**src/include/motor_pwm_pkg.sv**
```systemverilog
// Constants, register map and field layouts of the motor PWM and channel manager.
// Assumes a 100 MHz system clock and an 8-bit AXI4-Lite byte address.
package motor_pwm_pkg;

  // ****************************************
  // Clock and timing
  // ****************************************
  localparam int unsigned CLK_FREQ_HZ = 100_000_000;
  localparam int unsigned CLK_PERIOD_NS = 10;

  // Commutation timer: 255 ticks span the longest step period of code zero.
  localparam int unsigned STEP_PERIOD_MAX_CODE0_NS = 127_500;
  localparam int unsigned STEP_PERIOD_MIN_CODE0_NS = 42_500;
  localparam int unsigned TIMER_FULL_COUNT = 255;
  localparam int unsigned TIMER_TICK_CYC =
    STEP_PERIOD_MAX_CODE0_NS / TIMER_FULL_COUNT / CLK_PERIOD_NS;

  // Window off times (least times, rounded up).
  localparam int unsigned OFF_TIME_NS [4] = '{5_000, 10_000, 15_000, 30_000};
  localparam int unsigned OFF_TIME_HALL_NS = 1_250;
  localparam int unsigned FILTER_TIME_NS = 2_500;
  localparam int unsigned FILTER_CYC = (FILTER_TIME_NS + CLK_PERIOD_NS - 1) / CLK_PERIOD_NS;
  localparam int unsigned OFF_HALL_CYC = (OFF_TIME_HALL_NS + CLK_PERIOD_NS - 1) / CLK_PERIOD_NS;

  // Measurement window frequencies per rate code, in Hz.
  localparam real WINDOW_FREQ_HZ [16] = '{
    25_000.0, 20_000.0, 18_100.0, 15_400.0, 12_500.0, 10_000.0, 6_250.0, 3_130.0,
    1_560.0, 1_250.0, 1_140.0, 961.0, 781.0, 625.0, 390.0, 195.0};
  typedef int unsigned period_table_t [16];

  function automatic period_table_t window_period_cycles();
    period_table_t t;
    for (int i = 0; i < 16; i++) begin
      t[i] = int'($floor(real'(CLK_FREQ_HZ) / WINDOW_FREQ_HZ[i]));
    end
    return t;
  endfunction

  localparam period_table_t WINDOW_PERIOD_CYC_DEFAULT = window_period_cycles();

  // ****************************************
  // Register map
  // ****************************************
  localparam logic [7:0] ADDR_CONTROL_A = 8'h00;
  localparam logic [7:0] ADDR_CONTROL_B = 8'h04;
  localparam logic [7:0] ADDR_PRESCALER_WINDOW = 8'h08;
  localparam logic [7:0] ADDR_POLARITY = 8'h0c;
  localparam logic [7:0] ADDR_PHASE_PRELOAD = 8'h10;
  localparam logic [7:0] ADDR_GROUP = 8'h14;
  localparam logic [7:0] ADDR_TIMER = 8'h18;
  localparam logic [7:0] ADDR_PRIOR_CAPTURE = 8'h1c;
  localparam logic [7:0] ADDR_CURRENT_CAPTURE = 8'h20;
  localparam logic [7:0] ADDR_COMPARE = 8'h24;
  localparam logic [7:0] ADDR_DEMAG = 8'h28;
  localparam logic [7:0] ADDR_IRQ_FLAGS = 8'h2c;
  localparam logic [7:0] ADDR_STATUS = 8'h30;

  localparam logic [1:0] RESP_OKAY = 2'h0;
  localparam logic [1:0] RESP_SLVERR = 2'h2;

  // Field layouts, least significant field last.
  typedef struct packed {
    logic emergency_irq_mask;
    logic hall_sensor_mode;
    logic voltage_current_sel;
    logic auto_commutation_sel;
    logic output_enable_main;
  } control_a_s;

  typedef struct packed {
    logic pwm_route_odd;
    logic pwm_route_even;
    logic comparator_filter_en;
  } control_b_s;

  typedef struct packed {
    logic emergency_flag;
    logic ratio_down_flag;
    logic ratio_up_flag;
  } irq_flags_s;

  localparam control_a_s CONTROL_A_RESET = '0;
  localparam control_b_s CONTROL_B_RESET = '0;
  localparam irq_flags_s IRQ_FLAGS_RESET = '0;
  localparam logic [7:0] TIMER_REG_RESET = 8'h00;
  localparam logic [5:0] CHANNEL_RESET = 6'h00;

  localparam logic [7:0] TIMER_MAX = 8'hff;
  localparam logic [7:0] TIMER_SPEEDUP_LIMIT = 8'h55;
  localparam logic [3:0] CODE_MAX = 4'hf;
  localparam logic [3:0] CODE_MIN = 4'h0;

  typedef enum logic [1:0] {
    MODE_CONFIG,
    MODE_SWITCHED,
    MODE_AUTO
  } mode_e;

endpackage

```
**src/verilog/window_generator.sv**
```systemverilog
// Measurement window generator: a free-running period counter whose first
// off_cyc cycles form the window. Assumes a synchronous active-high reset.
`timescale 1ns/1ps
module window_generator
  import motor_pwm_pkg::*;
#(
  parameter period_table_t PERIOD_CYC = WINDOW_PERIOD_CYC_DEFAULT
) (
  input wire logic clk_sys,
  input wire logic reset,
  input wire logic [3:0] rate_sel,
  input wire logic [11:0] off_cyc,
  output logic meas_window,
  output logic window_begin,
  output logic window_end
);

  logic [19:0] period_cnt_reg;
  logic [19:0] period_last;
  logic window_next;

  assign period_last = 20'(PERIOD_CYC[rate_sel] - 1);
  assign window_next = (period_cnt_reg < 20'(off_cyc));

  always_ff @(posedge clk_sys) begin
    if (reset) begin
      period_cnt_reg <= '0;
    end else if (period_cnt_reg >= period_last) begin
      period_cnt_reg <= '0;
    end else begin
      period_cnt_reg <= period_cnt_reg + 20'h1;
    end
  end

  // Edges are registered together with the level so they line up with it.
  always_ff @(posedge clk_sys) begin
    if (reset) begin
      meas_window <= 1'b0;
      window_begin <= 1'b0;
      window_end <= 1'b0;
    end else begin
      meas_window <= window_next;
      window_begin <= window_next & ~meas_window;
      window_end <= ~window_next & meas_window;
    end
  end

endmodule // window_generator

```
**src/verilog/motor_pwm_channel_manager.sv**
```systemverilog
// PWM manager and six-channel output manager of a brushless motor controller,
// with the commutation timer prescaler and its access modes.
// Assumes a 100 MHz clock, synchronous inputs and an AXI4-Lite master.
//
// The AXI4-Lite interface to the registers and the register addresses were decided locally.
`timescale 1ns/1ps
module motor_pwm_channel_manager
  import motor_pwm_pkg::*;
#(
  parameter period_table_t WINDOW_PERIOD_CYC = WINDOW_PERIOD_CYC_DEFAULT
) (
  input wire logic clk_sys,
  input wire logic reset,
  input wire logic [7:0] s_axi_awaddr,
  input wire logic s_axi_awvalid,
  output logic s_axi_awready,
  input wire logic [31:0] s_axi_wdata,
  input wire logic [3:0] s_axi_wstrb,
  input wire logic s_axi_wvalid,
  output logic s_axi_wready,
  output logic [1:0] s_axi_bresp,
  output logic s_axi_bvalid,
  input wire logic s_axi_bready,
  input wire logic [7:0] s_axi_araddr,
  input wire logic s_axi_arvalid,
  output logic s_axi_arready,
  output logic [31:0] s_axi_rdata,
  output logic [1:0] s_axi_rresp,
  output logic s_axi_rvalid,
  input wire logic s_axi_rready,
  input wire logic timer_a_pwm,
  input wire logic current_level_reached,
  input wire logic commutation_event,
  input wire logic zero_crossing_event,
  input wire logic emergency_halt_n,
  output logic [5:0] motor_drive_outputs,
  output logic [5:0] motor_drive_oe_n,
  output logic bemf_sample_enable,
  output logic emergency_irq_req
);

  // ****************************************
  // Register state
  // ****************************************
  control_a_s control_a_reg;
  control_b_s control_b_reg;
  irq_flags_s irq_flags_reg;
  logic [3:0] speed_prescaler_code;
  logic [3:0] window_rate_sel;
  logic [5:0] channel_polarity_bits;
  logic [1:0] window_width_sel;
  logic [5:0] channel_active_bits;
  logic [5:0] channel_group_sel;
  logic [5:0] phase_reg;
  logic [7:0] commutation_timer;
  logic [7:0] prior_crossing_capture;
  logic [7:0] current_crossing_capture;
  logic [7:0] next_commutation_compare;
  logic [7:0] demag_compare;
  mode_e mode;
  logic emergency_halt_n_reg;

  // ****************************************
  // AXI4-Lite slave
  // ****************************************
  logic aw_held_reg;
  logic w_held_reg;
  logic [7:0] waddr_reg;
  logic [7:0] wdata_reg;
  logic wlane_reg;
  logic wr_fire;
  logic wr_ok;
  logic [31:0] rdata_next;
  logic rd_ok;

  assign s_axi_awready = ~aw_held_reg & ~s_axi_bvalid;
  assign s_axi_wready = ~w_held_reg & ~s_axi_bvalid;
  assign wr_fire = aw_held_reg & w_held_reg & ~s_axi_bvalid;
  assign s_axi_arready = ~s_axi_rvalid;

  always_comb begin
    unique case (waddr_reg)
      ADDR_CONTROL_A, ADDR_CONTROL_B, ADDR_PRESCALER_WINDOW, ADDR_POLARITY,
      ADDR_PHASE_PRELOAD, ADDR_GROUP, ADDR_TIMER, ADDR_PRIOR_CAPTURE,
      ADDR_CURRENT_CAPTURE, ADDR_COMPARE, ADDR_DEMAG, ADDR_IRQ_FLAGS,
      ADDR_STATUS: wr_ok = 1'b1;
      default: wr_ok = 1'b0;
    endcase
  end

  always_ff @(posedge clk_sys) begin
    if (reset) begin
      aw_held_reg <= 1'b0;
      w_held_reg <= 1'b0;
      waddr_reg <= '0;
      wdata_reg <= '0;
      wlane_reg <= 1'b0;
      s_axi_bvalid <= 1'b0;
      s_axi_bresp <= RESP_OKAY;
    end else begin
      if (s_axi_awvalid && s_axi_awready) begin
        aw_held_reg <= 1'b1;
        waddr_reg <= s_axi_awaddr;
      end
      if (s_axi_wvalid && s_axi_wready) begin
        w_held_reg <= 1'b1;
        wdata_reg <= s_axi_wdata[7:0];
        wlane_reg <= s_axi_wstrb[0];
      end
      if (wr_fire) begin
        aw_held_reg <= 1'b0;
        w_held_reg <= 1'b0;
        s_axi_bvalid <= 1'b1;
        s_axi_bresp <= wr_ok ? RESP_OKAY : RESP_SLVERR;
      end else if (s_axi_bvalid && s_axi_bready) begin
        s_axi_bvalid <= 1'b0;
      end
    end
  end

  // Only byte lane 0 carries register data; other lanes are ignored.
  function automatic logic wr_hit(input logic [7:0] addr);
    return wr_fire & wlane_reg & (waddr_reg == addr);
  endfunction

  always_ff @(posedge clk_sys) begin
    if (reset) begin
      s_axi_rvalid <= 1'b0;
      s_axi_rdata <= '0;
      s_axi_rresp <= RESP_OKAY;
    end else if (s_axi_arvalid && s_axi_arready) begin
      s_axi_rvalid <= 1'b1;
      s_axi_rdata <= rdata_next;
      s_axi_rresp <= rd_ok ? RESP_OKAY : RESP_SLVERR;
    end else if (s_axi_rvalid && s_axi_rready) begin
      s_axi_rvalid <= 1'b0;
    end
  end

  // ****************************************
  // Access mode and register writes
  // ****************************************
  always_comb begin
    if (!control_a_reg.output_enable_main) begin
      mode = MODE_CONFIG;
    end else if (control_a_reg.auto_commutation_sel) begin
      mode = MODE_AUTO;
    end else begin
      mode = MODE_SWITCHED;
    end
  end

  always_ff @(posedge clk_sys) begin
    if (reset) begin
      control_a_reg <= CONTROL_A_RESET;
      emergency_halt_n_reg <= 1'b1;
    end else begin
      emergency_halt_n_reg <= emergency_halt_n;
      if (wr_hit(ADDR_CONTROL_A)) begin
        control_a_reg <= control_a_s'(wdata_reg[4:0]);
      end
      if (!emergency_halt_n) begin
        control_a_reg.output_enable_main <= 1'b0;
      end
    end
  end

  always_ff @(posedge clk_sys) begin
    if (reset) begin
      control_b_reg <= CONTROL_B_RESET;
      window_rate_sel <= '0;
      channel_polarity_bits <= CHANNEL_RESET;
      window_width_sel <= '0;
      channel_active_bits <= CHANNEL_RESET;
      channel_group_sel <= CHANNEL_RESET;
    end else begin
      if (wr_hit(ADDR_CONTROL_B)) begin
        control_b_reg <= control_b_s'(wdata_reg[2:0]);
      end
      if (wr_hit(ADDR_PRESCALER_WINDOW)) begin
        window_rate_sel <= wdata_reg[7:4];
      end
      if (wr_hit(ADDR_POLARITY)) begin
        channel_polarity_bits <= wdata_reg[5:0];
        window_width_sel <= wdata_reg[7:6];
      end
      if (wr_hit(ADDR_PHASE_PRELOAD)) begin
        channel_active_bits <= wdata_reg[5:0];
      end
      if (wr_hit(ADDR_GROUP)) begin
        channel_group_sel <= wdata_reg[5:0];
      end
    end
  end

  always_ff @(posedge clk_sys) begin
    if (reset) begin
      phase_reg <= CHANNEL_RESET;
    end else if (commutation_event) begin
      phase_reg <= channel_active_bits;
    end
  end

  // ****************************************
  // Commutation timer and prescaler
  // ****************************************
  logic [23:0] presc_cnt_reg;
  logic [23:0] presc_last;
  logic timer_tick;
  logic timer_running;

  // The tick period doubles with each code step.
  assign presc_last = (24'(TIMER_TICK_CYC) << speed_prescaler_code) - 24'h1;
  assign timer_running = (mode != MODE_CONFIG);
  assign timer_tick = timer_running & (presc_cnt_reg >= presc_last);

  always_ff @(posedge clk_sys) begin
    if (reset || !timer_running || timer_tick) begin
      presc_cnt_reg <= '0;
    end else begin
      presc_cnt_reg <= presc_cnt_reg + 24'h1;
    end
  end

  always_ff @(posedge clk_sys) begin
    if (reset) begin
      commutation_timer <= TIMER_REG_RESET;
      prior_crossing_capture <= TIMER_REG_RESET;
      current_crossing_capture <= TIMER_REG_RESET;
      next_commutation_compare <= TIMER_REG_RESET;
      demag_compare <= TIMER_REG_RESET;
      speed_prescaler_code <= CODE_MIN;
      irq_flags_reg <= IRQ_FLAGS_RESET;
    end else begin
      // Software clears come first so that a hardware set in the same cycle wins.
      if (wr_hit(ADDR_IRQ_FLAGS)) begin
        if (wdata_reg[2]) begin
          irq_flags_reg.emergency_flag <= 1'b0;
        end
        if (mode == MODE_AUTO) begin
          if (wdata_reg[0]) begin
            irq_flags_reg.ratio_up_flag <= 1'b0;
          end
          if (wdata_reg[1]) begin
            irq_flags_reg.ratio_down_flag <= 1'b0;
          end
        end else if (mode == MODE_SWITCHED) begin
          if (wdata_reg[0] && speed_prescaler_code != CODE_MAX) begin
            speed_prescaler_code <= speed_prescaler_code + 4'h1;
          end else if (wdata_reg[1] && speed_prescaler_code != CODE_MIN) begin
            speed_prescaler_code <= speed_prescaler_code - 4'h1;
          end
        end
      end
      if (timer_running && zero_crossing_event) begin
        commutation_timer <= '0;
        if (mode == MODE_AUTO && commutation_timer < TIMER_SPEEDUP_LIMIT
            && speed_prescaler_code != CODE_MIN) begin
          speed_prescaler_code <= speed_prescaler_code - 4'h1;
          current_crossing_capture <= {commutation_timer[6:0], 1'b0};
          prior_crossing_capture <= {current_crossing_capture[6:0], 1'b0};
          next_commutation_compare <= {next_commutation_compare[6:0], 1'b0};
          demag_compare <= {demag_compare[6:0], 1'b0};
          irq_flags_reg.ratio_down_flag <= 1'b1;
        end else begin
          current_crossing_capture <= commutation_timer;
          prior_crossing_capture <= current_crossing_capture;
        end
      end else if (timer_tick) begin
        if (commutation_timer != TIMER_MAX) begin
          commutation_timer <= commutation_timer + 8'h1;
        end else if (mode == MODE_AUTO && speed_prescaler_code != CODE_MAX) begin
          // At the top code the timer simply sticks at its maximum.
          speed_prescaler_code <= speed_prescaler_code + 4'h1;
          commutation_timer <= TIMER_MAX >> 1;
          current_crossing_capture <= current_crossing_capture >> 1;
          prior_crossing_capture <= prior_crossing_capture >> 1;
          next_commutation_compare <= next_commutation_compare >> 1;
          demag_compare <= demag_compare >> 1;
          irq_flags_reg.ratio_up_flag <= 1'b1;
        end
      end
      if (mode == MODE_CONFIG) begin
        if (wr_hit(ADDR_TIMER)) commutation_timer <= wdata_reg;
        if (wr_hit(ADDR_PRIOR_CAPTURE)) prior_crossing_capture <= wdata_reg;
        if (wr_hit(ADDR_CURRENT_CAPTURE)) current_crossing_capture <= wdata_reg;
        if (wr_hit(ADDR_PRESCALER_WINDOW)) speed_prescaler_code <= wdata_reg[3:0];
      end
      if (wr_hit(ADDR_COMPARE) && mode != MODE_AUTO) begin
        next_commutation_compare <= wdata_reg;
      end
      if (wr_hit(ADDR_DEMAG)) begin
        demag_compare <= wdata_reg;
      end
      if (emergency_halt_n_reg && !emergency_halt_n) begin
        irq_flags_reg.emergency_flag <= 1'b1;
      end
    end
  end

  // ****************************************
  // Measurement window and comparator filter
  // ****************************************
  logic [11:0] off_cyc;
  logic meas_window;
  logic window_begin;
  logic window_end;
  logic [11:0] filter_cnt_reg;
  logic trip_filtered;

  always_comb begin
    if (control_a_reg.hall_sensor_mode) begin
      off_cyc = 12'(OFF_HALL_CYC);
    end else begin
      off_cyc = 12'((OFF_TIME_NS[window_width_sel] + CLK_PERIOD_NS - 1) / CLK_PERIOD_NS);
    end
  end

  window_generator #(
    .PERIOD_CYC(WINDOW_PERIOD_CYC)
  ) u_window (
    .clk_sys(clk_sys),
    .reset(reset),
    .rate_sel(window_rate_sel),
    .off_cyc(off_cyc),
    .meas_window(meas_window),
    .window_begin(window_begin),
    .window_end(window_end)
  );

  // Trip only after the comparator has stayed high for the whole filter time.
  always_ff @(posedge clk_sys) begin
    if (reset || !current_level_reached) begin
      filter_cnt_reg <= '0;
    end else if (filter_cnt_reg != 12'(FILTER_CYC)) begin
      filter_cnt_reg <= filter_cnt_reg + 12'h1;
    end
  end

  assign trip_filtered = control_b_reg.comparator_filter_en ?
    (filter_cnt_reg == 12'(FILTER_CYC)) : current_level_reached;

  // ****************************************
  // PWM manager
  // ****************************************
  logic pwm_reg;

  always_ff @(posedge clk_sys) begin
    if (reset) begin
      pwm_reg <= 1'b0;
    end else if (!control_a_reg.voltage_current_sel) begin
      // The comparator only limits current here; the reference is external.
      pwm_reg <= timer_a_pwm & ~trip_filtered;
    end else if (trip_filtered || window_begin) begin
      pwm_reg <= 1'b0;
    end else if (window_end) begin
      pwm_reg <= 1'b1;
    end
  end

  always_ff @(posedge clk_sys) begin
    if (reset) begin
      bemf_sample_enable <= 1'b0;
    end else if (control_a_reg.hall_sensor_mode) begin
      bemf_sample_enable <= 1'b0;
    end else if (!control_a_reg.voltage_current_sel) begin
      bemf_sample_enable <= ~pwm_reg;
    end else begin
      bemf_sample_enable <= meas_window;
    end
  end

  // ****************************************
  // Channel manager
  // ****************************************
  logic [5:0] drive_next;

  for (genvar ch = 0; ch < 6; ch++) begin : g_channel
    logic pwm_allowed;
    logic switch_on;
    assign pwm_allowed = channel_group_sel[ch] ?
      control_b_reg.pwm_route_odd : control_b_reg.pwm_route_even;
    assign switch_on = phase_reg[ch] & (pwm_reg | ~pwm_allowed);
    assign drive_next[ch] = switch_on ^ ~channel_polarity_bits[ch];
  end

  always_ff @(posedge clk_sys) begin
    if (reset) begin
      motor_drive_outputs <= ~CHANNEL_RESET;
      emergency_irq_req <= 1'b0;
    end else begin
      motor_drive_outputs <= drive_next;
      emergency_irq_req <= irq_flags_reg.emergency_flag & control_a_reg.emergency_irq_mask;
    end
  end

  // The pin reaches the buffers without passing any flip-flop.
  assign motor_drive_oe_n = {6{~(emergency_halt_n & control_a_reg.output_enable_main)}};

  // ****************************************
  // Read data
  // ****************************************
  always_comb begin
    rdata_next = '0;
    rd_ok = 1'b1;
    unique case (s_axi_araddr)
      ADDR_CONTROL_A: rdata_next[4:0] = control_a_reg;
      ADDR_CONTROL_B: rdata_next[2:0] = control_b_reg;
      ADDR_PRESCALER_WINDOW: rdata_next[7:0] = {window_rate_sel, speed_prescaler_code};
      ADDR_POLARITY: rdata_next[7:0] = {window_width_sel, channel_polarity_bits};
      ADDR_PHASE_PRELOAD: rdata_next[5:0] = channel_active_bits;
      ADDR_GROUP: rdata_next[5:0] = channel_group_sel;
      ADDR_TIMER: rdata_next[7:0] = commutation_timer;
      ADDR_PRIOR_CAPTURE: rdata_next[7:0] = prior_crossing_capture;
      ADDR_CURRENT_CAPTURE: rdata_next[7:0] = current_crossing_capture;
      ADDR_COMPARE: rdata_next[7:0] = next_commutation_compare;
      ADDR_DEMAG: rdata_next[7:0] = demag_compare;
      ADDR_IRQ_FLAGS: rdata_next[2:0] = irq_flags_reg;
      ADDR_STATUS: rdata_next[8:0] = {trip_filtered, meas_window, pwm_reg, phase_reg};
      default: rd_ok = 1'b0;
    endcase
  end

endmodule // motor_pwm_channel_manager

```
**config.mk**
```make
export PLATFORM = sky130hd
export DESIGN_NAME = motor_pwm_channel_manager
export DESIGN_NICKNAME = d
export VERILOG_FILES = /design/src/include/motor_pwm_pkg.sv /design/src/verilog/window_generator.sv /design/src/verilog/motor_pwm_channel_manager.sv
export SDC_FILE = /design/constraint.sdc
export NUM_CORES = 1
export LEC_CHECK = 0
export CORE_ASPECT_RATIO = 1.5
export CORE_MARGIN = 2
export CORE_UTILIZATION = 30
export DETAILED_ROUTE_END_ITERATION = 7
export DONT_BUFFER_PORTS = 1
export PLACE_DENSITY_LB_ADDON = 0.05
export SYNTH_ARGS = -nofsm -noshare
export SYNTH_HDL_FRONTEND = slang
export SYNTH_HIERARCHICAL = 1
export SYNTH_SLANG_ARGS = --single-unit
```
**constraint.sdc**
```tcl
create_clock -name clk_sys -period 5.5 [get_ports clk_sys]
set_input_delay 0.55 -clock clk_sys [delete_from_list [all_inputs] [get_ports clk_sys]]
set_output_delay 0.55 -clock clk_sys [all_outputs]
set_load 0.02 [all_outputs]
```
-- Yosys cells after proc, flatten, opt, wreduce, memory -nomap -nowiden
Memory sizes are Yosys's and may differ from the RTL's. A register that Yosys moved wholly into a read port is not among the register bits.
Cells that the tools add are included.
- $add $sub $neg: 10
- div/mod/pow operators: 1
- $lt $le $gt $ge: 6
- eq/ne operators: 35
- shift-type cells: 1
- muxes and demuxes: 90
- bitwise logic cells: 65
- reduce and logical (&&, ||, !) cells: 42
- operators with widths (kind ; number):
    $mux W8 ; 32
    $eq A8 B6 Y1 const B ; 9
    $bmux W32 S2 ; 1
    $eq A8 B5 Y1 const B ; 8
    $mux W32 ; 2
    $mux W4 ; 12
    $mux W20 ; 2
    $pmux W3 S13 ; 1
    $add A32 B4 Y32 const B ; 1
    $div A32 B4 Y32 const B ; 1
    $eq A8 B4 Y1 const B ; 4
    $sub A32 B1 Y32 const B ; 1
    $and A1 B1 Y1 ; 29
    $mux W1 ; 28
    $add A24 B1 Y24 const B ; 1
    $ge A24 B24 Y1 ; 1
    $shl A6 B4 Y24 const A ; 1
    $sub A24 B1 Y24 const B ; 1
    $not A1 Y1 ; 22
    $pmux W2 S11 ; 1
    $add A20 B1 Y20 const B ; 1
    $ge A20 B20 Y1 ; 1
    $lt A20 B12 Y1 ; 1
    $sub A20 B1 Y20 const B ; 1
    39 further kinds ; 88
- bits in registers: 188
- ROM bits: 576
- input port bits: 64
- output and inout port bits: 55
- word-level logic and storage cells: 296
- memories: 2
- memories (name ; words ; width ; read ports ; clocked after memory_dff ; wr ports ; line ; RTL):
    (name not given) ; 16 ; 32 ; 1 ; 0 ; 0 ; window_generator.sv:22 ; assign period_last = 20'(PERIOD_CYC[rate_sel] - 1);
    (name not given) ; 64 ; 1 ; 1 ; 1 ; 0 ; motor_pwm_channel_manager.sv:82 ; unique case (waddr_reg)

-- Depth between registers and ports, before layout
Gate-level depths: netlist (run 1).
- depth in word-level cells: 13
- mapped depth: 21
- gate-level depth less buffers: 19

-- By module
The synthesis (run 1) kept the hierarchy.
- modules (own cells, without submodules) (module ; instances ; cells an instance ; area each (µm²) ; seq. area each (µm²)):
    motor_pwm_channel_manager ; 1 ; 1318 ; 10278.6 ; 3283.1
    window_generator ; 1 ; 308 ; 2431.1 ; 460.4

-- Worst setup path after synthesis (run 1)
No wires, ideal clock.
- kind: register -> register
- start point: register speed_prescaler_code[1]
- end point: register commutation_timer[3]
- setup time: 63 ps
- arrival time: 4497 ps
- data required time: 5437 ps
- setup slack: 940 ps
- cell stages (with the launch flop): 20
- path buffers: 2
- period minus slack after synthesis: 4560 ps
- cell sequence: dfxtp_1 > clkbuf_1 > inv_1 > ha_1 > clkbuf_1 > inv_1 > o21ai_0 > a22o_1 > nand3_1 > or3_1 > or3_1 > nand3_1 > ha_1 > a211oi_1 > o21a_1 > o31ai_2 > and2_1 > nor2_1 > or4_2 > nand3_1
- longest elaborated chain between the ends: 8
- elaborated cells between the ends (all ways): 12
- classes of those cells: add/sub: 1; order compare: 1; eq/ne: 1; shift: 1; mux: 6; bitwise: 1; reduce/logical: 1
- RTL lines (what ; line ; RTL):
    start: declaration ; motor_pwm_channel_manager.sv:48 ; logic [3:0] speed_prescaler_code;
    start signal: assignment ; motor_pwm_channel_manager.sv:249 ; speed_prescaler_code <= speed_prescaler_code + 4'h1;
    start signal: assignment ; motor_pwm_channel_manager.sv:251 ; speed_prescaler_code <= speed_prescaler_code - 4'h1;
    start signal: assignment ; motor_pwm_channel_manager.sv:259 ; speed_prescaler_code <= speed_prescaler_code - 4'h1;
    $shl A6 B4 Y24 / $ne A4 B4 Y1 (equally long branches) ; motor_pwm_channel_manager.sv:213, motor_pwm_channel_manager.sv:272 ;
    $sub A24 B1 Y24 / $logic_and A1 B1 Y1 (equally long branches) ; motor_pwm_channel_manager.sv:213, motor_pwm_channel_manager.sv:272 ;
    $ge A24 B24 Y1 / $mux W8 (equally long branches) ; motor_pwm_channel_manager.sv:215, motor_pwm_channel_manager.sv:272 ;
    $and A1 B1 Y1 / $mux W8 (equally long branches) ; motor_pwm_channel_manager.sv:215, motor_pwm_channel_manager.sv:270 ;
    $mux W8 (*) ; motor_pwm_channel_manager.sv:269 ; end else if (timer_tick) begin
    $mux W8 (*) ; motor_pwm_channel_manager.sv:255 ; if (timer_running && zero_crossing_event) begin
    $mux W8 ; motor_pwm_channel_manager.sv:284 ; if (wr_hit(ADDR_TIMER)) commutation_timer <= wdata_reg;
    $mux W8 (*) ; motor_pwm_channel_manager.sv:283 ; if (mode == MODE_CONFIG) begin
    end signal: assignment ; motor_pwm_channel_manager.sv:271 ; commutation_timer <= commutation_timer + 8'h1;
    end signal: assignment ; motor_pwm_channel_manager.sv:275 ; commutation_timer <= TIMER_MAX >> 1;
    end signal: assignment ; motor_pwm_channel_manager.sv:284 ;
    end: declaration ; motor_pwm_channel_manager.sv:55 ; logic [7:0] commutation_timer;
Mark *: on every way between the ends. The rest lies on a longest branch, timed or not.
A chain may end at the register's enable or synchronous reset.

-- Worst setup path in the final report (run 1)
- start point: register speed_prescaler_code[1]
- end point: register speed_prescaler_code[3]
- longest elaborated chain between the ends: 13
- elaborated cells between the ends (all ways): 24
- classes of those cells: add/sub: 3; order compare: 1; eq/ne: 1; shift: 1; mux: 12; bitwise: 1; reduce/logical: 5
- RTL lines (what ; line ; RTL):
    parallel branches: the longest is 10 deep, another holds $sub A24 B1 Y24 ; - ;
    $mux W4 (*) ; motor_pwm_channel_manager.sv:255 ;
    $mux W4 ; motor_pwm_channel_manager.sv:287 ; if (wr_hit(ADDR_PRESCALER_WINDOW)) speed_prescaler_code <= wdata_reg[3:0];
    $mux W4 (*) ; motor_pwm_channel_manager.sv:283 ;
Mark *: on every way between the ends.

==> impl_metrics.xml, run 1 <==
<?xml version="1.0" encoding="UTF-8"?>
<metrics>
  <group name="routing">
    <metric name="met3_length" unit="mm">1.70</metric>
    <metric name="route.detailed.wl_per_inst" unit="um">20.7</metric>
    <metric name="drtAntennaViolNets" unit="">0</metric>
    <metric name="wirelength_met1" unit="mm">18.2</metric>
    <metric name="post_drt_via_cell_ratio" unit="">5.36</metric>
    <metric name="top_layer" unit="">met4</metric>
    <metric name="routed-via-count" unit="">11500</metric>
    <metric name="post-route-drc-count" unit="">0</metric>
    <metric name="met2RoutedLength" unit="mm">23.2</metric>
    <metric name="firstDrtPassIters" unit="">6</metric>
    <metric name="detail_route.iter0.violations" unit="">791</metric>
    <metric name="wirelength" unit="mm">44.6</metric>
  </group>
  <group name="clock_network">
    <metric name="cts_htree_levels" unit="">4</metric>
    <metric name="cts_sinks" unit="">187</metric>
    <metric name="cts-hold-fix-buffers" unit="">0</metric>
    <metric name="cts.reportedPaths.clkPinSlew" unit="ns">0.09</metric>
    <metric name="post_cts.repair.setup_buffers" unit="">0</metric>
    <metric name="cts_buffers" unit="">17</metric>
    <metric name="clockRootBuffer" unit="">clkbuf_16</metric>
    <metric name="clock_latency" unit="ns">0.48</metric>
    <metric name="cts_resized" unit="">0</metric>
    <metric name="cts_tree" unit="">yes</metric>
    <metric name="max-clock-path-buffers" unit="">2</metric>
  </group>
  <group name="die">
    <metric name="floorplan.die.width" unit="um">172</metric>
    <metric name="dieHeight" unit="um">256</metric>
    <metric name="io_pins" unit="">119</metric>
    <metric name="design.core.area" unit="mm2">0.0419</metric>
    <metric name="starting_density_of_the_core" unit="">0.303</metric>
    <metric name="die-area" unit="mm2">0.0441</metric>
    <metric name="fp-row-count" unit="">92</metric>
  </group>
  <group name="setup_path">
    <metric name="worstSetupStartpointType" unit="">register</metric>
    <metric name="cp_max_fo" unit="">9</metric>
    <metric name="setup.worst_path.class" unit="">reg -&gt; reg</metric>
    <metric name="timing.reg2reg.worst_path_depth" unit="">17</metric>
    <metric name="worst-endpoint-required" unit="ns">5.88</metric>
    <metric name="cp-end-kind" unit="">register</metric>
    <metric name="crit-reg2reg-launch" unit="">speed_prescaler_code[1]$_SDFF_PP0_</metric>
    <metric name="critical_path.reg2reg.endpoint" unit="">speed_prescaler_code[3]$_SDFF_PP0_</metric>
    <metric name="regToRegSetupSlack" unit="ns">0.95</metric>
    <metric name="crit_arrival" unit="ns">4.93</metric>
  </group>
  <group name="placed_design">
    <metric name="dp.final_hpwl" unit="mm">33.4</metric>
    <metric name="gp_routability_congestion" unit="">0.870</metric>
    <metric name="port-buffer-count" unit="">0</metric>
  </group>
  <group name="sta">
    <metric name="total_negative_setup_slack" unit="ns">0</metric>
    <metric name="slew_headroom" unit="">0.134</metric>
    <metric name="tightest_slew" unit="ns">1.29</metric>
    <metric name="maxClockFrequency" unit="MHz">220</metric>
    <metric name="grt_setup_unrepaired" unit="">false</metric>
    <metric name="skew" unit="ns">0.0255</metric>
    <metric name="timing_hold_violations_final" unit="">0</metric>
    <metric name="whs" unit="ns">0.158</metric>
    <metric name="setup_violations" unit="">0</metric>
    <metric name="number_of_slew_limit_violations_in_the_final_report" unit="">0</metric>
    <metric name="post-route-period-util" unit="">0.828</metric>
    <metric name="final_period_minus_worst_setup_slack" unit="ns">4.55</metric>
  </group>
  <group name="worst_hold_path">
    <metric name="worstHoldEndpoint" unit="">s_axi_rvalid$_SDFFE_PP0P_</metric>
    <metric name="hold_path.startpoint" unit="">s_axi_rready</metric>
    <metric name="holdPathStages" unit="">1</metric>
    <metric name="holdCritPathClass" unit="">in -&gt; reg</metric>
  </group>
  <group name="pwr">
    <metric name="leakage" unit="uW">0.00538</metric>
    <metric name="power.share.clock" unit="">0.464</metric>
    <metric name="ir_drop" unit="uV">177</metric>
    <metric name="comb_power_share" unit="">0.049</metric>
    <metric name="switching_power" unit="uW">869</metric>
    <metric name="seqPwrFrac" unit="">0.487</metric>
    <metric name="cellInternalPower" unit="uW">2050</metric>
    <metric name="swShare" unit="">0.298</metric>
    <metric name="power_density_of_the_placed_cells" unit="mW/mm2">213</metric>
  </group>
  <group name="synth">
    <metric name="synth_top_cell_by_area" unit="">dfxtp_1</metric>
    <metric name="area_fraction_of_the_dominant_cell_type_after_synthesis" unit="">0.295</metric>
    <metric name="seq_area_frac_synth" unit="">0.295</metric>
    <metric name="netlist_instances" unit="">1626</metric>
    <metric name="synth_async_sr_flop_share" unit="">0</metric>
    <metric name="synth_enable_flop_cells" unit="">0</metric>
    <metric name="synthTopCellsByArea" unit="">dfxtp_1 29%, ha_1 8.7%, nor2_1 7.4%</metric>
    <metric name="ys.warnings.count" unit="">6</metric>
    <metric name="mappedNetlistArea" unit="mm2">0.0127</metric>
    <metric name="synth_top_flop_cell" unit="">dfxtp_1</metric>
    <metric name="synth_area_per_cell" unit="um2">7.82</metric>
    <metric name="synthDistinctLibCells" unit="">91</metric>
    <metric name="number_of_synthesized_register_bits" unit="">187</metric>
  </group>
  <group name="grt">
    <metric name="grtUsageTotal" unit="">0.205</metric>
    <metric name="grt_overflow" unit="">0</metric>
    <metric name="antenna_violations_before_repair" unit="">0</metric>
    <metric name="grt_pass1_wl" unit="mm">68.7</metric>
    <metric name="number_of_global_route_vias_before_repair" unit="">11200</metric>
    <metric name="maximum_number_of_pins_on_one_net_before_global_route_repair" unit="">123</metric>
  </group>
  <group name="finish">
    <metric name="fraction_of_layout_instances_using_a_drive_strength_above_1" unit="">0.0592</metric>
    <metric name="antenna_cells" unit="">0</metric>
    <metric name="most_frequent_cells_in_the_layout" unit="">250 x nor2_1, 187 x dfxtp_1, 155 x nand2_1, 89 x a21oi_1, 88 x ha_1</metric>
    <metric name="flow.area_growth_from_synthesis" unit="%">8.02</metric>
    <metric name="final_net_count" unit="">1728</metric>
    <metric name="n_fill_cell" unit="">4605</metric>
    <metric name="mostFrequentLayoutCell" unit="">nor2_1</metric>
    <metric name="largest_register_ffs" unit="">24</metric>
  </group>
  <group name="run_status">
    <metric name="status" unit="">complete, no violations</metric>
  </group>
  <group name="job">
    <metric name="max_cap_viols" unit="">0</metric>
  </group>
</metrics>
cell usage after synthesis, types with 9 or more instances:
library cell  count
nor2_1          251
dfxtp_1         187
nand2_1         155
a21oi_1          89
ha_1             88
mux2i_1          75
clkbuf_1         66
inv_1            59
nand3_1          54
nor3_1           50
o21ai_0          50
xnor2_1          43
xor2_1           32
buf_4            30
o22ai_1          27
or3_1            23
nand4_1          22
nand2b_1         19
nor2b_1          19
a211oi_1         16
a22oi_1          14
a32o_1           14
a21o_1           13
and3_1           13
buf_1            10
o221ai_1         10
buf_2             9
nor4_1            9
or2_2             9
stage by stage:
| step | util | setup slack, ns | std cells | area, um2 | power, uW |
|---|---|---|---|---|---|
| global placement | 0.313 | 0.972 | 2121 | 13100 | 1600 |
| global route | 0.328 | 0.540 | 2153 | 13700 | 3020 |
| floorplan | - | 0.940 | 1652 | 12800 | 1570 |
| detailed placement | 0.313 | 0.963 | 2121 | 13100 | 1600 |
| CTS | 0.328 | 0.943 | 2153 | 13700 | 2960 |
| finish | 0.328 | 0.947 | 2153 | 13700 | 2920 |
worst max-delay path by stage:
stage	from	slack (ns)	cells past startpoint	endpoint
floorplan	speed_prescaler_code[1]$_SDFF_PP0_	0.94	19	commutation_timer[3]$_SDFF_PP0_
global placement	speed_prescaler_code[1]$_SDFF_PP0_	0.97	17	speed_prescaler_code[1]$_SDFF_PP0_
detailed placement	speed_prescaler_code[1]$_SDFF_PP0_	0.96	17	speed_prescaler_code[3]$_SDFF_PP0_
CTS	speed_prescaler_code[1]$_SDFF_PP0_	0.94	18	commutation_timer[4]$_SDFF_PP0_
global route	speed_prescaler_code[1]$_SDFF_PP0_	0.54	17	commutation_timer[5]$_SDFF_PP0_
finish	speed_prescaler_code[1]$_SDFF_PP0_	0.95	17	speed_prescaler_code[3]$_SDFF_PP0_
worst max-delay path: stages, from the launching register on:
cell and delay, ns:
dfxtp_1 0.33, inv_1 0.09, ha_1 0.54, inv_1 0.19
o21ai_0 0.26, a22o_1 0.22, nand3_1 0.09, or3_1 0.42
nand3_1 0.11, nand2_1 0.06, ha_1 0.28, nand2_1 0.07
nor3_1 0.28, o2111ai_1 0.23, and2_1 0.21, o41a_4 0.55
or3_1 0.38, a311oi_2 0.18
power by group through the flow:
stage          sequential, uW  clock (uW)  combinational [uW]
3_3_place_gp             1460           0                 144
3_5_place_dp             1460           0                 143
5_1_grt                  1430        1440                 158
4_1_cts                  1420        1390                 144
6_report                 1420        1350                 143
2_1_floorplan            1430           0                 140
layout make-up:
cell class,instances,area (um2),share of cell area
inverters,61,230,0.0168
clock buffers,17,425,0.0310
clock inverters,15,209,0.0152
multi-input cells,1284,8230,0.599
flip-flops and latches,187,3740,0.273
well taps,564,706,0.0514
repair buffers,25,188,0.0137
layer usage:
layer | up-vias | track usage
li1 | 5648 | -
met1 | 5514 | 0.237
met2 | 304 | 0.373
met3 | 68 | 0.0311
met4 | 0 | 0.0780
met5 | - | 0
cell families after synthesis:
kind of cell / after synthesis / share of synthesized area
AOI/OAI and AO/OA: 334 / 0.183
xor gates and xnor gates: 75 / 0.0517
adders and majority gates: 88 / 0.0866
buffers and inverters: 181 / 0.0660
DFF: 187 / 0.295
muxes: 82 / 0.0662
other: 3 / 0.000886
and+or+nand+nor: 676 / 0.251
Power figures use the tool's default switching activity.
==> run 2, diff against run 1 <==
Settings changed: ABC_AREA set to 1.
Clock period 5.5 ns to 4.2 ns, I/O delays scaled along.
==> run 2 against run 1 <==
Worst hold slack lost 0.10 ns. Global-route usage decreased by 0.71 points. Total power increased by 29%. Critical path depth increased by 11. Utilization is 2.3 points higher. Critical path type unchanged.
==> impl_metrics.xml, run 2 <==
<?xml version="1.0" encoding="UTF-8"?>
<metrics>
  <group name="run_status">
    <metric name="status" unit="">complete, no violations</metric>
  </group>
  <group name="synth">
    <metric name="synthDistinctLibCells" unit="">60</metric>
    <metric name="synth_async_sr_flop_share" unit="">0</metric>
    <metric name="netlist_instances" unit="">1939</metric>
    <metric name="ys_top_cells_by_count" unit="">364 x nand2_1, 256 x inv_1, 247 x nor2_1</metric>
    <metric name="number_of_synthesized_register_bits" unit="">187</metric>
    <metric name="synthTopCellsByArea" unit="">dfxtp_1 29%, nand2_1 11%, ha_1 8.5%</metric>
    <metric name="synth_top_flop_cell" unit="">dfxtp_1</metric>
    <metric name="synthMostInstantiatedCell" unit="">nand2_1</metric>
    <metric name="area_fraction_of_the_dominant_cell_type_after_synthesis" unit="">0.288</metric>
    <metric name="synth_enable_flop_cells" unit="">0</metric>
    <metric name="synth_top_cell_by_area" unit="">dfxtp_1</metric>
    <metric name="ys.warnings.count" unit="">6</metric>
    <metric name="synth_area_per_cell" unit="um2">6.69</metric>
    <metric name="seq_area_frac_synth" unit="">0.288</metric>
    <metric name="mappedNetlistArea" unit="mm2">0.0130</metric>
  </group>
  <group name="finish">
    <metric name="antenna_cells" unit="">0</metric>
    <metric name="final_net_count" unit="">2134</metric>
    <metric name="n_fill_cell" unit="">4777</metric>
    <metric name="flow.area_growth_from_synthesis" unit="%">15.8</metric>
    <metric name="most_frequent_cells_in_the_layout" unit="">351 x nand2_1, 249 x inv_1, 225 x nor2_1, 184 x dfxtp_1, 145 x a21oi_1</metric>
    <metric name="largest_register_ffs" unit="">24</metric>
    <metric name="fraction_of_layout_instances_using_a_drive_strength_above_1" unit="">0.128</metric>
    <metric name="final_cell_count_no_fill" unit="">2565</metric>
    <metric name="mostFrequentLayoutCell" unit="">nand2_1</metric>
    <metric name="final_cell_area" unit="mm2">0.0150</metric>
  </group>
  <group name="routing">
    <metric name="route.detailed.wl_per_inst" unit="um">17.9</metric>
    <metric name="wirelength" unit="mm">46.0</metric>
    <metric name="firstDrtPassIters" unit="">6</metric>
    <metric name="detail_route.iter0.violations" unit="">784</metric>
    <metric name="post_drt_via_cell_ratio" unit="">4.95</metric>
    <metric name="post-route-drc-count" unit="">0</metric>
    <metric name="drtAntennaViolNets" unit="">0</metric>
    <metric name="routed-via-count" unit="">12700</metric>
  </group>
  <group name="sta">
    <metric name="grt_setup_unrepaired" unit="">true</metric>
    <metric name="whs" unit="ns">0.0574</metric>
    <metric name="maxClockFrequency" unit="MHz">249</metric>
    <metric name="post-route-worst-setup-slack" unit="ns">0.182</metric>
    <metric name="tightest_slew" unit="ns">1.08</metric>
    <metric name="setup_violations" unit="">0</metric>
    <metric name="slew_headroom" unit="">0.280</metric>
    <metric name="post-route-period-util" unit="">0.957</metric>
    <metric name="timing_hold_violations_final" unit="">0</metric>
    <metric name="number_of_slew_limit_violations_in_the_final_report" unit="">0</metric>
    <metric name="skew" unit="ns">0.0126</metric>
    <metric name="final_period_minus_worst_setup_slack" unit="ns">4.02</metric>
  </group>
  <group name="die">
    <metric name="dieHeight" unit="um">259</metric>
    <metric name="starting_density_of_the_core" unit="">0.303</metric>
    <metric name="die-area" unit="mm2">0.0450</metric>
    <metric name="io_pins" unit="">119</metric>
    <metric name="floorplan.die.width" unit="um">174</metric>
    <metric name="fp-row-count" unit="">93</metric>
    <metric name="design.core.area" unit="mm2">0.0428</metric>
  </group>
  <group name="setup_path">
    <metric name="worstSetupStartpointType" unit="">register</metric>
    <metric name="crit_arrival" unit="ns">4.37</metric>
    <metric name="crit_path_frequent_cell" unit="">nand2_1</metric>
    <metric name="crit-reg2reg-launch" unit="">speed_prescaler_code[1]$_SDFF_PP0_</metric>
    <metric name="critical_path.reg2reg.endpoint" unit="">next_commutation_compare[5]$_SDFFE_PP0P_</metric>
    <metric name="regToRegSetupSlack" unit="ns">0.18</metric>
    <metric name="cp-end-kind" unit="">register</metric>
    <metric name="cp_max_fo" unit="">3</metric>
    <metric name="setup.worst_path.class" unit="">reg -&gt; reg</metric>
    <metric name="worst-endpoint-required" unit="ns">4.55</metric>
    <metric name="crit_path_top_delay_cell" unit="">dfxtp_2</metric>
    <metric name="crit_path_max_incr_delay" unit="ns">0.35</metric>
    <metric name="timing.reg2reg.worst_path_depth" unit="">28</metric>
  </group>
  <group name="placed_design">
    <metric name="number_of_placed_instances_with_taps_included" unit="">2522</metric>
    <metric name="pre_cts_slack" unit="ns">-0.0254</metric>
    <metric name="place_area" unit="mm2">0.0138</metric>
    <metric name="gp_routability_congestion" unit="">0.892</metric>
    <metric name="dp.final_hpwl" unit="mm">35.2</metric>
    <metric name="port-buffer-count" unit="">0</metric>
  </group>
  <group name="grt">
    <metric name="antenna_violations_before_repair" unit="">1</metric>
    <metric name="grt_pass1_wl" unit="mm">69.2</metric>
    <metric name="grtUsageTotal" unit="">0.198</metric>
    <metric name="maximum_number_of_pins_on_one_net_before_global_route_repair" unit="">36</metric>
    <metric name="grt_overflow" unit="">0</metric>
    <metric name="number_of_global_route_vias_before_repair" unit="">12000</metric>
  </group>
  <group name="clock_network">
    <metric name="max-clock-path-buffers" unit="">2</metric>
    <metric name="clock_latency" unit="ns">0.46</metric>
    <metric name="cts_buffers" unit="">17</metric>
    <metric name="cts-hold-fix-buffers" unit="">0</metric>
    <metric name="cts_tree" unit="">yes</metric>
    <metric name="clockRootBuffer" unit="">clkbuf_16</metric>
    <metric name="cts_sinks" unit="">187</metric>
    <metric name="cts.reportedPaths.clkPinSlew" unit="ns">0.08</metric>
    <metric name="cts_htree_levels" unit="">4</metric>
  </group>
  <group name="job">
    <metric name="max_cap_viols" unit="">0</metric>
  </group>
  <group name="pwr">
    <metric name="power_density_of_the_placed_cells" unit="mW/mm2">251</metric>
    <metric name="total_power" unit="uW">3770</metric>
    <metric name="ir_drop" unit="uV">212</metric>
    <metric name="leakage" unit="uW">0.00610</metric>
  </group>
  <group name="worst_hold_path">
    <metric name="holdCritPathClass" unit="">in -&gt; reg</metric>
    <metric name="worstHoldEndpoint" unit="">irq_flags_reg[2]$_SDFFE_PP0P_</metric>
    <metric name="holdPathStages" unit="">1</metric>
    <metric name="hold_path.startpoint" unit="">reset</metric>
  </group>
</metrics>
[run 2: cell count changes in the layout (fill, tap and decap cells not counted), sizes merged, moves of 22 or more]
cell	previous run	this run
mux2i	75	0
buf	25	71
a221oi	9	32
nand2	156	384
inv	65	274
or3	23	1
nand3	55	79
o211ai	8	33
xnor2	43	14
a21oi	90	154
o21ai	52	164
[run 2: cells by family after synthesis]
kind of cell | count (synthesis) | share of synthesized area
AO/OA/AOI/OAI | 446 | 0.202
adder cells (fa/ha/maj) | 88 | 0.0848
other | 3 | 0.000867
buffers and inverters | 347 | 0.112
AND/OR/NAND/NOR | 813 | 0.275
flip-flops | 187 | 0.288
XOR/XNOR | 55 | 0.0371
[run 2: layout make-up]
| type | count | area, um2 | share of cell area |
|---|---|---|---|
| tap | 570 | 713 | 0.0475 |
| clock inverter | 15 | 176 | 0.0117 |
| multi-input combinational | 1431 | 8250 | 0.549 |
| clock buffer | 17 | 425 | 0.0283 |
| inverter | 272 | 1030 | 0.0689 |
| timing repair buffer | 73 | 676 | 0.0450 |
| sequential | 187 | 3750 | 0.249 |
[run 2: repair_timing]
| action | 4_1_cts | 5_1_grt |
|---|---|---|
| hold endpoints to repair | 0 | 0 |
| endpoints found under the setup margin | 14 | 72 |
| pin swaps | 0 | 47 |
| cloned | 0 | 3 |
| setup buffers | 0 | 8 |
| gates resized for setup | 2 | 141 |
[run 2: worst max-delay path by stage]
stage / startpoint / slack (ns) / endpoint
global placement: speed_prescaler_code[0]$_SDFF_PP0_ / -0.01 / demag_compare[1]$_SDFFE_PP0P_
finish: speed_prescaler_code[1]$_SDFF_PP0_ / 0.18 / next_commutation_compare[5]$_SDFFE_PP0P_
floorplan: speed_prescaler_code[1]$_SDFF_PP0_ / 0.08 / speed_prescaler_code[3]$_SDFF_PP0_
global route: speed_prescaler_code[0]$_SDFF_PP0_ / -0.18 / next_commutation_compare[5]$_SDFFE_PP0P_
detailed placement: speed_prescaler_code[0]$_SDFF_PP0_ / -0.03 / next_commutation_compare[5]$_SDFFE_PP0P_
CTS: speed_prescaler_code[0]$_SDFF_PP0_ / 0.02 / next_commutation_compare[6]$_SDFFE_PP0P_
[run 2: layer usage]
| layer | routed length, um | vias up | share of wire | track usage |
|---|---|---|---|---|
| li1 | - | 6464 | - | - |
| met1 | 19100 | 5943 | 0.41 | 0.229 |
| met2 | 24500 | 238 | 0.53 | 0.380 |
| met3 | 1460 | 45 | 0.032 | 0.0251 |
| met4 | 939 | 2 | 0.020 | 0.0502 |
| met5 | 13 | - | 0.00028 | 0 |
[run 2: where the power goes]
part	switching, uW	internal (uW)	leakage (uW)
clock	882	806	0.000292
sequential	51.0	1810	0.00152
combinational	176	52.1	0.00429
[run 2: through the flow]
stage | util | setup TNS (ns)
after floorplan | - | 0
after global placement | 0.323 | -0.0245
after detailed placement | 0.323 | -0.0922
after CTS | 0.337 | 0
after global routing | 0.351 | -6.06
final | 0.351 | 0
[run 2: critical path, delay by kind of cell (launching register included)]
| kind | cells | cell delay, ns |
|---|---|---|
| AO/OA/AOI/OAI | 1 | 0.22 |
| XOR/XNOR | 1 | 0.13 |
| adder cells (fa/ha/maj) | 2 | 0.48 |
| buffers and inverters | 5 | 0.51 |
| flip-flops | 1 | 0.35 |
| AND/OR/NAND/NOR | 19 | 2.20 |
